File: src/pkg/gpc_pkg.sv
package gpc_pkg;

  // Channel count and grayscale width.
  localparam int unsigned CHANNELS   = 16;
  localparam int unsigned GRAY_WIDTH = 12;

  // Counter bounds.
  localparam logic [11:0] COUNT_ZERO = 12'h000;
  localparam logic [11:0] COUNT_ONE  = 12'h001;
  localparam logic [11:0] COUNT_LAST = 12'hfff;
  localparam logic [11:0] GRAY_OFF   = 12'h000;

  // Reset value of the channel outputs.
  localparam logic [15:0] OUTPUTS_OFF = 16'h0000;

  // Synchroniser stage count for pin inputs.
  localparam int unsigned SYNC_STAGES = 2;

  // Cycle phases of the grayscale engine.
  typedef enum logic [1:0] {
    GPC_BLANKED,
    GPC_ARMED,
    GPC_COUNTING,
    GPC_DONE
  } gpc_phase_type;

endpackage

File: src/rtl/gpc_sync.sv
`timescale 1ns/1ps
module gpc_sync (
  // Clock, reset and enable.
  input  wire logic i_clk,
  input  wire logic i_rst_n,
  input  wire logic i_ce,
  // Asynchronous pin in, synchronised level out.
  input  wire logic i_async,
  output logic      o_sync
);

  // Two-stage chain; only the second stage is read outside.
  logic [gpc_pkg::SYNC_STAGES-1:0] stage;

  // Shift the pin level through both stages.
  always_ff @(posedge i_clk)
  begin
    if (!i_rst_n)
      stage <= '0;
    else if (i_ce)
      stage <= {stage[0], i_async};
  end

  // Only the last stage leaves the module.
  assign o_sync = stage[gpc_pkg::SYNC_STAGES-1];

endmodule // gpc_sync

File: src/rtl/gpc_engine.sv
`timescale 1ns/1ps
module gpc_engine (
  // Clock, reset and enable.
  input  wire logic        i_clk,
  input  wire logic        i_rst_n,
  input  wire logic        i_ce,
  // Pins from the display controller.
  input  wire logic        i_pwm_count_clock,
  input  wire logic        i_blank,
  input  wire logic        i_latch_strobe,
  // Grayscale values, channel n at bits 12n+11 to 12n.
  input  wire logic [191:0] i_channel_gray_value,
  // Channel sink enables and counter view.
  output logic [15:0]      o_channel_sink_output,
  output logic [11:0]      o_gray_count,
  output logic             o_cycle_done
);

  // Synchronised pin levels.
  logic gclk_s;
  logic blank_s;
  logic latch_s;

  // Whole state of the engine.
  typedef struct packed {
    gpc_pkg::gpc_phase_type          phase;
    logic                            gclk_q;
    logic                            latch_q;
    logic [gpc_pkg::SYNC_STAGES-1:0] settle;
    logic [11:0]                     count;
    logic [191:0]                    gray;
    logic [15:0]                     sink;
    logic                            done;
  } gpc_state_type;

  gpc_state_type st;
  gpc_state_type next_st;

  // Picks one channel's grayscale value out of a packed vector.
  function automatic logic [11:0] gray_of(input logic [191:0] v, input int unsigned ch);
    gray_of = v[ch*gpc_pkg::GRAY_WIDTH +: gpc_pkg::GRAY_WIDTH];
  endfunction

  // Per-channel compare results and the counter value one pulse ahead.
  logic [gpc_pkg::CHANNELS-1:0] chan_lit;
  logic [gpc_pkg::CHANNELS-1:0] chan_hit_now;
  logic [gpc_pkg::CHANNELS-1:0] chan_hit_inc;
  logic [11:0]                  cnt_inc;

  // Counter value after one more pulse; it never wraps, the top value stops counting.
  assign cnt_inc = st.count + gpc_pkg::COUNT_ONE;

  // One set of comparators per channel against the stored values.
  for (genvar n = 0; n < gpc_pkg::CHANNELS; n++)
  begin : g_chan
    // Channel that lights at the first pulse of a cycle.
    assign chan_lit[n]     = gray_of(st.gray, n) != gpc_pkg::GRAY_OFF;
    // Channel whose value equals the count as it stands.
    assign chan_hit_now[n] = gray_of(st.gray, n) == st.count;
    // Channel whose value equals the count after this pulse.
    assign chan_hit_inc[n] = gray_of(st.gray, n) == cnt_inc;
  end

  // Pin synchronisers.
  // Pin levels reach the engine two clocks late, and the state register adds one
  // more clock, so the outputs answer the count and blanking pins three clocks after they change.
  gpc_sync u_sync_gclk (
    .i_clk   (i_clk),
    .i_rst_n (i_rst_n),
    .i_ce    (i_ce),
    .i_async (i_pwm_count_clock),
    .o_sync  (gclk_s)
  );

  gpc_sync u_sync_blank (
    .i_clk   (i_clk),
    .i_rst_n (i_rst_n),
    .i_ce    (i_ce),
    .i_async (i_blank),
    .o_sync  (blank_s)
  );

  gpc_sync u_sync_latch (
    .i_clk   (i_clk),
    .i_rst_n (i_rst_n),
    .i_ce    (i_ce),
    .i_async (i_latch_strobe),
    .o_sync  (latch_s)
  );

  // Next-state logic for counter, grayscale store and outputs.
  always_comb
  begin
    logic gclk_rise;
    logic blank_eff;
    // A count pulse is a rising edge of the synchronised count clock.
    gclk_rise       = gclk_s && !st.gclk_q;
    // Until the synchronisers have filled after reset their zeros are not the
    // pin's level, so the engine counts itself blanked; a count pin already high
    // at reset release can then not start a cycle under a raised blanking pin.
    blank_eff       = blank_s || !st.settle[gpc_pkg::SYNC_STAGES-1];
    next_st         = st;
    next_st.gclk_q  = gclk_s;
    next_st.latch_q = latch_s;
    next_st.settle  = {st.settle[gpc_pkg::SYNC_STAGES-2:0], 1'b1};
    // latch load
    // The new values take part in the compares from the next clock on.
    if (latch_s && !st.latch_q)
    begin
      next_st.gray = i_channel_gray_value;
    end
    if (blank_eff)
    begin
      // Blanking wins over any count pulse that falls in the same clock.
      // immediate clear
      next_st.phase = gpc_pkg::GPC_BLANKED;
      next_st.count = gpc_pkg::COUNT_ZERO;
      next_st.sink  = gpc_pkg::OUTPUTS_OFF;
      next_st.done  = 1'b0;
    end
    else
    begin
      unique case (st.phase)
        // One idle clock with blanking low arms the engine for the first pulse.
        // cycle start
        gpc_pkg::GPC_BLANKED:
        begin
          next_st.phase = gpc_pkg::GPC_ARMED;
          next_st.count = gpc_pkg::COUNT_ZERO;
        end
        gpc_pkg::GPC_ARMED:
        begin
          if (gclk_rise)
          begin
            next_st.phase = gpc_pkg::GPC_COUNTING;
            next_st.count = cnt_inc;
            // A value of one lights and ends in the same step, so it never shows.
            next_st.sink  = chan_lit & ~chan_hit_inc;
          end
        end
        gpc_pkg::GPC_COUNTING:
        begin
          if (gclk_rise)
          begin
            next_st.count = cnt_inc;
            next_st.sink  = st.sink & ~chan_hit_inc;
            if (cnt_inc == gpc_pkg::COUNT_LAST)
            begin
              // stop at top
              // A channel latched below the running count has no compare end; this forced off ends it.
              next_st.phase = gpc_pkg::GPC_DONE;
              next_st.sink  = gpc_pkg::OUTPUTS_OFF;
              next_st.done  = 1'b1;
            end
          end
          else
          begin
            // compare off
            // Without a pulse the standing count still ends a channel whose value
            // was just latched equal to it.
            next_st.sink = st.sink & ~chan_hit_now;
          end
        end
        // Further pulses are ignored until blanking clears the counter.
        gpc_pkg::GPC_DONE:
        begin
          next_st.sink = gpc_pkg::OUTPUTS_OFF;
        end
      endcase
    end
  end

  // State register with synchronous reset and clock enable.
  // A low enable freezes the whole state, synchronisers included, so pin events
  // that come and go while frozen are lost.
  always_ff @(posedge i_clk)
  begin
    if (!i_rst_n)
    begin
      st.phase   <= gpc_pkg::GPC_BLANKED;
      st.gclk_q  <= 1'b0;
      st.latch_q <= 1'b0;
      st.settle  <= '0;
      st.count   <= gpc_pkg::COUNT_ZERO;
      st.gray    <= '0;
      st.sink    <= gpc_pkg::OUTPUTS_OFF;
      st.done    <= 1'b0;
    end
    else if (i_ce)
      st <= next_st;
  end

  // Outputs come straight from the state register.
  assign o_channel_sink_output = st.sink;
  assign o_gray_count          = st.count;
  assign o_cycle_done          = st.done;

endmodule // gpc_engine

File: config.mk
export PLATFORM = sky130hd
export DESIGN_NAME = gpc_engine
export DESIGN_NICKNAME = d
export VERILOG_FILES = /design/src/pkg/gpc_pkg.sv /design/src/rtl/gpc_sync.sv /design/src/rtl/gpc_engine.sv
export SDC_FILE = /design/constraint.sdc
export NUM_CORES = 1
export LEC_CHECK = 0
export BUFFER_PORTS_ARGS = -buffer_cell sky130_fd_sc_hd__buf_2
export CORE_UTILIZATION = 55
export CTS_CLUSTER_DIAMETER = 50
export DETAILED_ROUTE_END_ITERATION = 6
export GPL_TIMING_DRIVEN = 1
export PLACE_DENSITY = 0.87
export SYNTH_ARGS = -nofsm -noshare
export SYNTH_HDL_FRONTEND = slang
export SYNTH_SLANG_ARGS = --single-unit
export TNS_END_PERCENT = 30
File: constraint.sdc
create_clock -name i_clk -period 6.46 [get_ports i_clk]
set_clock_uncertainty 0.15 [all_clocks]
set_input_delay 0.323 -clock i_clk [delete_from_list [all_inputs] [get_ports i_clk]]
set_output_delay 0.323 -clock i_clk [all_outputs]
set_load 0.1 [all_outputs]
==> impl_metrics.env, run 1 <==
export IMPL_nets=2338
export IMPL_n_fill_cell=1672
export IMPL_dpl_cell_area_um2=15200
export IMPL_grt_pass1_wl_um=83900
export IMPL_final_setup_worst_slack_ns=1.89
export IMPL_numCtsBuffers=30
export IMPL_status="complete, no violations"
export IMPL_min_period_ns=4.57
export IMPL_viasPerCell=6.35
export IMPL_clock_sinks=233
export IMPL_drc=0
export IMPL_worstMarginPinSlew_ns=1.12
export IMPL_relSlewSlack_pct=25.4
export IMPL_syn_area_per_cell_um2=7.79
export IMPL_cellPowerDensity_nw_per_um2=197
export IMPL_synth_edf_count=0
export IMPL_cts_tree="built"
export IMPL_gp_congestion=0.986
export IMPL_grt_max_degree=146
export IMPL_drv_slew=0
export IMPL_grt_use_total_pct=41.0
export IMPL_cts_root_buf="clkbuf_16"
export IMPL_wl_met1_um=19600
export IMPL_dp_cells=2235
export IMPL_wire_per_inst_um=22.3
export IMPL_cp_required_ns=6.76
export IMPL_clockBufferDepth=3
export IMPL_synth_flop_cell="dfxtp_1"
export IMPL_grt_pass1_vias=15700
export IMPL_start_util_pct=56.1
export IMPL_port_buffers=226
export IMPL_post_place_ws_ns=2.22
export IMPL_cts_resized=0
export IMPL_antenna_found_initial=5
export IMPL_vias=15800
export IMPL_irDropWorstVdd_uv=196
export IMPL_fin_util_pct=72.5
export IMPL_crit_path_end_kind="flip-flop"
export IMPL_pin_count=227
export IMPL_cap_viol_max_count=0
export IMPL_chipWidth_um=162
export IMPL_ys_seq_area_share_pct=33.0
export IMPL_dr_wl_met3_um=6960
export IMPL_yosysWarnings=0
export IMPL_syn_instance_count=1813
export IMPL_rows=58
export IMPL_ant_nets=0
export IMPL_power_mw=3.61
export IMPL_setup_viol=0
export IMPL_first_iter_violations=2357
export IMPL_path_class="reg2reg"
export IMPL_syn_to_final_growth_pct=29.3
export IMPL_highest_signal_layer="met5"
export IMPL_synth_top_area_share_pct=33.0
export IMPL_ys_ff_latch=233
export IMPL_ys_types=68
export IMPL_die_h_um=162
export IMPL_timing_hold_ws_ns=0.145
export IMPL_worst_path_max_fanout=27
export IMPL_fmax_mhz=219
export IMPL_rsz0062_at_grt="false"
export IMPL_die_area_um2=26300
export IMPL_fin_setup_tns_ns=0
export IMPL_async_reset_ff_share_pct=0
export IMPL_clkTransAtPathRegs_ns=0.06
export IMPL_overflow=0
export IMPL_hold_viol=0
export IMPL_fin_area_um2=18300
export IMPL_stdcell_count=2490
export IMPL_clock_latency_ns=0.57
export IMPL_post_route_period_util_pct=70.8
export IMPL_drive_gt1_share_pct=15.8
export IMPL_ctsHoldBuffers=196
export IMPL_synthTopCellsByArea="dfxtp_1 33%, xnor2_1 13%, nand2_1 11%, xor2_1 8.2%, a21oi_1 7.9%"
export IMPL_start_kind="flip-flop"
export IMPL_hold_class="in2reg"
export IMPL_dp_hpwl_um=30800
export IMPL_wirelength_um=55500
export IMPL_core_um2=25200
export IMPL_yosys_area_top_type="dfxtp_1"
export IMPL_dr_wl_met2_um=24600
export IMPL_postSynthNetCount=2018
export IMPL_crit_arrival_ns=4.88
export IMPL_synth_area_um2=14100
export IMPL_p_leak_nw=7.24
export IMPL_htreeDepth=1
export IMPL_post_cts_buffers=0
export IMPL_drt_pass1_iterations=7
final cells by class:
type                       instances  area [µm²]  area share (%)
multi-input combinational       1414        8770            48.0
sequential                       233        4680            25.6
timing repair buffer             445        3270            17.9
clock buffer                      39         856            4.69
tap                              330         413            2.26
clock inverter                    17         230            1.26
inverter                           9        38.8           0.212
antenna                            3        7.51          0.0411
worst paths after layout:
path	from	endpoint	slack [ns]	cells past startpoint
setup / recovery	o_gray_count[0]	o_channel_sink_output[11]	1.89	8
hold / removal	i_ce	next_st[222]	0.15	3
setup reg to reg	o_gray_count[0]	o_channel_sink_output[11]	1.89	8
hold reg to reg	st[172]	st[172]	0.34	2
flip-flops by register name (all words and copies together), names as in the netlist:
register	cells
next_st	1
o_channel_sink_output	16
o_cycle_done	1
o_gray_count	12
st	197
u_sync_blank.stage	2
u_sync_gclk.stage	2
u_sync_latch.stage	2
power breakdown:
group          leakage, nW  internal [mW]  switching [mW]
registers             1.89           1.46          0.0310
clock network        0.533           1.05           0.747
logic                 4.82          0.180           0.146
kinds of logic after synthesis:
family          Yosys count  share of synthesized area [%]
xor+xnor                355                           23.0
compound gates          347                           14.5
fa+ha+maj                 7                          0.620
simple gates            695                           22.7
buf+inv                 166                           5.38
flops                   233                           33.0
mux                      10                          0.709
worst max-delay path, cell delays in order, from the launching register on:
cell     delay [ns]
dfxtp_2        0.33
buf_4          0.48
and3_1         0.50
xnor2_4        0.34
or4_1          0.66
or4_4          0.55
o21ai_2        0.88
o21ai_0        0.21
a221o_1        0.35
layout by cell type, fill, tap and decap left out, types with 10 or more instances in the layout:
master	Yosys	final
clkbuf_16	0	31
dfxtp_2	0	11
nor3_1	14	14
a21oi_1	223	222
o21ai_0	34	34
mux2i_1	10	10
xor2_1	132	132
o41ai_1	10	10
dfxtp_1	233	222
buf_2	13	226
o2111ai_1	12	12
nand4_1	34	34
nor2_1	45	44
nand3_1	39	39
nand2_1	420	420
xnor2_1	213	207
dlygate4sd3_1	0	196
buf_4	30	23
nor4_1	81	81
cells in the mapped netlist, types with 7 or more instances:
master	n
nand3b_1	8
or3_1	8
nand4_1	34
nor3_1	14
a21oi_1	223
nor2_1	45
buf_2	13
or4_1	9
nand2b_1	7
o21ai_0	34
o2111ai_1	12
o41ai_1	10
ha_1	7
buf_1	23
buf_4	30
inv_1	9
mux2i_1	10
dfxtp_1	233
clkbuf_1	90
nand2_1	420
a31oi_1	7
xor2_1	132
xnor2_1	213
nor4_1	81
a32o_1	7
nand3_1	39
routing by layer:
| metal | up-vias | global-route usage, % |
|---|---|---|
| li1 | 6848 | - |
| met1 | 7238 | 46.8 |
| met2 | 1303 | 65.3 |
| met3 | 413 | 12.5 |
| met4 | 2 | 29.1 |
| met5 | - | 0 |
Power figures use the tool's default switching activity.
==> inputs of run 2 (changes only) <==
==> constraint.sdc (replaced) <==
create_clock -name i_clk -period 4.3 [get_ports i_clk]
set_clock_uncertainty 0.15 [all_clocks]
set_input_delay 0.215 -clock i_clk [delete_from_list [all_inputs] [get_ports i_clk]]
set_output_delay 0.215 -clock i_clk [all_outputs]
set_load 0.1 [all_outputs]
==> run 2 against run 1 <==
Effect of this change:
- global-route usage about the same
- flip-flop and latch count stayed put
- sequential share of layout area down 0.053 points
- register-to-register slack got worse by 1.3 ns
- non-clock buffer count rose by 24
- clock power increased by 33%
- critical path type unchanged
- highest routed layer is now met4
==> impl_metrics.env, run 2 (same netlist as run 1, synthesis figures left out) <==
export IMPL_worst_path_max_fanout=13
export IMPL_cell_internal_pwr_mw=3.80
export IMPL_power_mw=5.10
export IMPL_swShare_pct=25.6
export IMPL_antenna_found_initial=1
export IMPL_min_from="i_channel_gray_value[95]"
export IMPL_cellPowerDensity_nw_per_um2=279
export IMPL_largest_reg_flops=197
export IMPL_layout_common_cells="420 x nand2_1, 226 x buf_2, 222 x a21oi_1, 222 x dfxtp_1, 207 x xnor2_1"
export IMPL_numCtsBuffers=29
export IMPL_clkPwrFrac_pct=46.7
export IMPL_post_place_ws_ns=0.617
export IMPL_status="complete, no violations"
export IMPL_drive_gt1_share_pct=16.4
export IMPL_netSwitchingPower_mw=1.31
export IMPL_die_area_um2=26300
export IMPL_core_um2=25200
export IMPL_grt_pass1_wl_um=84000
export IMPL_grt_pass1_vias=15500
export IMPL_p_leak_nw=7.29
export IMPL_path_class="reg2reg"
export IMPL_cts_resized=0
export IMPL_setup_viol=0
export IMPL_grt_use_total_pct=41.0
export IMPL_final_setup_worst_slack_ns=0.592
export IMPL_fin_util_pct=72.7
export IMPL_drc=0
export IMPL_nets=2361
export IMPL_syn_to_final_growth_pct=29.6
export IMPL_first_iter_violations=2071
export IMPL_path_cells="ha_1, buf_4, xor2_4, nand3_1, or4_1, or4_4, o21ai_2, buf_4, o21ai_1, a32o_1"
export IMPL_clockBufferDepth=3
export IMPL_post_route_period_util_pct=86.2
export IMPL_cts_tree="built"
export IMPL_relSlewSlack_pct=27.5
export IMPL_clock_sinks=233
export IMPL_min_period_ns=3.71
export IMPL_timing_hold_ws_ns=0.297
export IMPL_overflow=0
export IMPL_chipWidth_um=162
export IMPL_drt_pass1_iterations=6
export IMPL_drv_slew=0
export IMPL_crit_arrival_ns=4.00
export IMPL_cap_viol_max_count=0
export IMPL_hold_viol=0
export IMPL_port_buffers=226
export IMPL_clock_latency_ns=0.57
export IMPL_dp_hpwl_um=31700
export IMPL_viasPerCell=6.20
export IMPL_post_cts_buffers=0
export IMPL_ant_nets=0
export IMPL_fmax_mhz=270
export IMPL_cpPeakStageDelay_ns=0.58
export IMPL_startpoint="o_gray_count[0]"
export IMPL_regMostFlops="st"
export IMPL_irDropWorstVdd_uv=308
export IMPL_grt_max_degree=193
export IMPL_start_kind="flip-flop"
export IMPL_wirelength_um=54600
export IMPL_wire_per_inst_um=21.8
export IMPL_clkTransAtPathRegs_ns=0.06
export IMPL_fin_setup_tns_ns=0
export IMPL_vias=15600
export IMPL_htreeDepth=1
export IMPL_rsz0062_at_grt="false"
export IMPL_crit_path_frequent_cell="buf_4"
export IMPL_cp_required_ns=4.59
export IMPL_cts_root_buf="clkbuf_16"
export IMPL_start_util_pct=56.1
export IMPL_combPwrFrac_pct=9.5
export IMPL_p_seq_share_pct=43.8
export IMPL_cpMaxStageDelayCell="or4_4"
export IMPL_rows=58
export IMPL_die_h_um=162
export IMPL_worstMarginPinSlew_ns=1.08
export IMPL_hold_class="in2reg"
export IMPL_layout_commonest_cell="nand2_1"
export IMPL_pin_count=227
export IMPL_gp_congestion=0.965
export IMPL_worstReg2RegStart="o_gray_count[0]"
export IMPL_crit_path_end_kind="flip-flop"
==> run 2: per-layer routing <==
layer / vias to the layer above / track usage [%] / share of wire [%]
met2: 1098 / 66.8 / 46
met3: 331 / 9.32 / 10
met5: - / 0 / 0
met1: 7241 / 49.4 / 37
met4: 0 / 24.0 / 6.5
li1: 6894 / - / -
==> run 2: area by class of cell <==
| type | instances | area (µm²) |
|---|---|---|
| flip-flops and latches | 233 | 4680 |
| fillers | 1737 | 6890 |
| repair buffers | 469 | 3470 |
| diodes | 1 | 2.50 |
| multi-input cells | 1414 | 8770 |
| inverters | 9 | 38.8 |
| clock inverters | 15 | 121 |
| clock buffers | 38 | 800 |
| well taps | 330 | 413 |
==> run 2: power groups by stage <==
stage                     sequential, mW  combinational, mW  clock (mW)
after floorplan                     2.26              0.188           0
after global placement              2.28              0.312           0
after detailed placement            2.28              0.318           0
after CTS                           2.23              0.457        2.36
after global routing                2.23              0.523        2.47
final                               2.23              0.487        2.38
==> run 2: critical path: cells and delay by family (launching register included) <==
family / cells / cell delay [ns]
compound gates: 3 / 0.77
xor+xnor: 1 / 0.16
fa+ha+maj: 1 / 0.23
buf+inv: 2 / 0.51
flops: 1 / 0.57
simple gates: 3 / 1.20
==> run 2: timing repair <==
item	CTS	global route
endpoints found under the setup margin	0	0
endpoints found under the hold margin	199	0
hold buffers	197	0
==> run 2: final timing paths <==
check	slack [ns]	to	cells past startpoint
worst min register to register	0.33	st[33]	2
worst max register to register	0.59	o_channel_sink_output[0]	10
worst min-delay path	0.30	st[112]	4
worst max-delay path	0.59	o_channel_sink_output[0]	10
==> run 2: per-stage QoR <==
stage | cell area [µm²] | std cells
after floorplan | 14100 | 1813
after global placement | 15400 | 2258
after detailed placement | 15400 | 2258
after CTS | 18300 | 2508
after global routing | 18300 | 2508
final | 18300 | 2509
==> inputs of run 3 (changes only) <==
--- a/config.mk
+++ b/config.mk
@@ -5,12 +5,13 @@
 export SDC_FILE = /design/constraint.sdc
 export NUM_CORES = 1
 export LEC_CHECK = 0
-export BUFFER_PORTS_ARGS = -buffer_cell sky130_fd_sc_hd__buf_2
+export BUFFER_PORTS_ARGS = -buffer_cell sky130_fd_sc_hd__clkbuf_2
 export CORE_UTILIZATION = 55
 export CTS_CLUSTER_DIAMETER = 50
 export DETAILED_ROUTE_END_ITERATION = 6
 export GPL_TIMING_DRIVEN = 1
 export PLACE_DENSITY = 0.87
+export RECOVER_POWER = 25
 export SYNTH_ARGS = -nofsm -noshare
 export SYNTH_HDL_FRONTEND = slang
 export SYNTH_SLANG_ARGS = --single-unit
==> run 3 against run 2 <==
Effect of this change:
- the run now ends with design-rule violations, max-capacitance violations, max-slew violations left
- first-iteration DRC count fell by 3.0%
- wire length rose by 0.84%
- critical path depth is 2 lower
- clock power increased by 8.8%
- via count is 0.72% higher
- hold slack worse by 0.17 ns
- combinational power rose by 1%
- critical path type unchanged
==> impl_metrics.env, run 3 (same netlist as run 1, synthesis figures left out) <==
export IMPL_layout_commonest_cell="nand2_1"
export IMPL_regMostFlops="st"
export IMPL_status="finished, violations left"
export IMPL_setup_viol=0
export IMPL_pin_count=227
export IMPL_grt_max_degree=144
export IMPL_layout_common_cells="420 x nand2_1, 222 x a21oi_1, 222 x dfxtp_1"
export IMPL_dp_hpwl_um=31900
export IMPL_use_met3_pct=10.5
export IMPL_viasPerCell=6.25
export IMPL_cell_internal_pwr_mw=3.97
export IMPL_grt_use_total_pct=40.8
export IMPL_worstMarginPinSlew_ns=1.92
export IMPL_ant_nets=0
export IMPL_hold_class="in2reg"
export IMPL_cp_required_ns=4.57
export IMPL_min_period_ns=3.71
export IMPL_rows=58
export IMPL_clkPwrFrac_pct=48.7
export IMPL_numCtsBuffers=29
export IMPL_clockBufferDepth=3
export IMPL_start_kind="flip-flop"
export IMPL_grt_use_met1_pct=47.9
export IMPL_clkTransAtPathRegs_ns=0.07
export IMPL_busiest_layer="met2"
export IMPL_die_h_um=162
export IMPL_dpl_cell_area_um2=15400
export IMPL_post_route_period_util_pct=86.4
export IMPL_clock_latency_ns=0.56
export IMPL_overflow=0
export IMPL_core_um2=25200
export IMPL_worst_path_max_fanout=12
export IMPL_path_class="reg2reg"
export IMPL_failed_checks="design-rule violations, max-capacitance violations, max-slew violations"
export IMPL_combPwrFrac_pct=9.2
export IMPL_die_area_um2=26300
export IMPL_grt_met2_usage_pct=65.7
export IMPL_nets=2360
export IMPL_gp_congestion=0.994
export IMPL_largest_reg_flops=197
export IMPL_clock_sinks=233
export IMPL_htreeDepth=1
export IMPL_fmax_mhz=269
export IMPL_fin_setup_tns_ns=0
export IMPL_grt_pass1_wl_um=83900
export IMPL_rsz0062_at_grt="false"
export IMPL_drv_slew=101
export IMPL_crit_arrival_ns=3.99
export IMPL_cap_viol_max_count=1
export IMPL_wire_per_inst_um=21.9
export IMPL_crit_path_end_kind="flip-flop"
export IMPL_fin_area_um2=18400
export IMPL_first_iter_violations=2008
export IMPL_syn_to_final_growth_pct=30.1
export IMPL_irDropWorstVdd_uv=308
export IMPL_reg2reg_slack_ns=0.59
export IMPL_cellPowerDensity_nw_per_um2=290
export IMPL_antenna_found_initial=2
export IMPL_vias=15700
export IMPL_drive_gt1_share_pct=15.9
export IMPL_netSwitchingPower_mw=1.35
export IMPL_drt_pass1_iterations=7
export IMPL_p_seq_share_pct=42.0
export IMPL_cts_root_buf="clkbuf_16"
export IMPL_start_util_pct=56.1
export IMPL_cts_tree="built"
export IMPL_port_buffers=226
export IMPL_relSlewSlack_pct=-27.8
export IMPL_p_leak_nw=7.30
export IMPL_wirelength_um=55000
export IMPL_swShare_pct=25.3
export IMPL_drc=21
export IMPL_chipWidth_um=162
export IMPL_grt_pass1_vias=15600
export IMPL_hold_viol=0
## run 3: layout make-up
| class | count | area [µm²] |
|---|---|---|
| diodes | 1 | 2.50 |
| clock buffers | 36 | 822 |
| clock inverters | 17 | 198 |
| fillers | 1693 | 6820 |
| inverters | 9 | 38.8 |
| multi-input cells | 1414 | 8770 |
| flip-flops and latches | 233 | 4680 |
| well taps | 330 | 413 |
| repair buffers | 468 | 3440 |
## run 3: critical path, cell delays in order, from the launching register on
cell	delay, ns
dfxtp_2	0.55
buf_4	0.33
nand4_4	0.19
nor3_1	0.58
xnor2_2	0.45
xnor2_1	0.24
or4_1	0.54
o41ai_1	0.39
o21ai_0	0.17
## run 3: timing repair
action,4_1_cts,5_1_grt
endpoints found under the hold margin,198,0
endpoints found under the setup margin,0,0
resized for setup,0,0
setup buffers,0,0
hold buffers,196,0
## run 3: power by group through the flow
stage,logic [mW],clock network (mW),registers (mW)
global placement,0.312,0,2.28
floorplan,0.188,0,2.26
finish,0.492,2.59,2.23
global route,0.526,2.67,2.23
CTS,0.460,2.57,2.23
detailed placement,0.319,0,2.28
## run 3: through the flow
stage / worst slack, ns / cells / hold slack (ns) / total power [mW] / util (%)
2_1_floorplan: 0.476 / 1813 / 0.179 / 2.45 / -
3_3_place_gp: 0.839 / 2258 / 0.290 / 2.59 / 61.2
3_5_place_dp: 0.701 / 2258 / 0.295 / 2.60 / 61.2
4_1_cts: 0.694 / 2507 / 0.111 / 5.26 / 73.0
5_1_grt: 0.330 / 2508 / 0.152 / 5.43 / 72.9
6_report: 0.586 / 2508 / 0.123 / 5.32 / 72.9
## run 3: worst paths after layout
check,start,endpoint,cells after the start
worst min-delay path,i_ce,next_st[222],3
worst min register to register,st[148],st[148],2
worst max-delay path,o_gray_count[2],o_channel_sink_output[2],8
worst max register to register,o_gray_count[2],o_channel_sink_output[2],8
## run 3: layer usage
layer	share of wire, %	vias to the layer above
met3	12	401
met1	36	7165
met4	7.4	2
met2	45	1229
li1	-	6879
met5	0.022	-
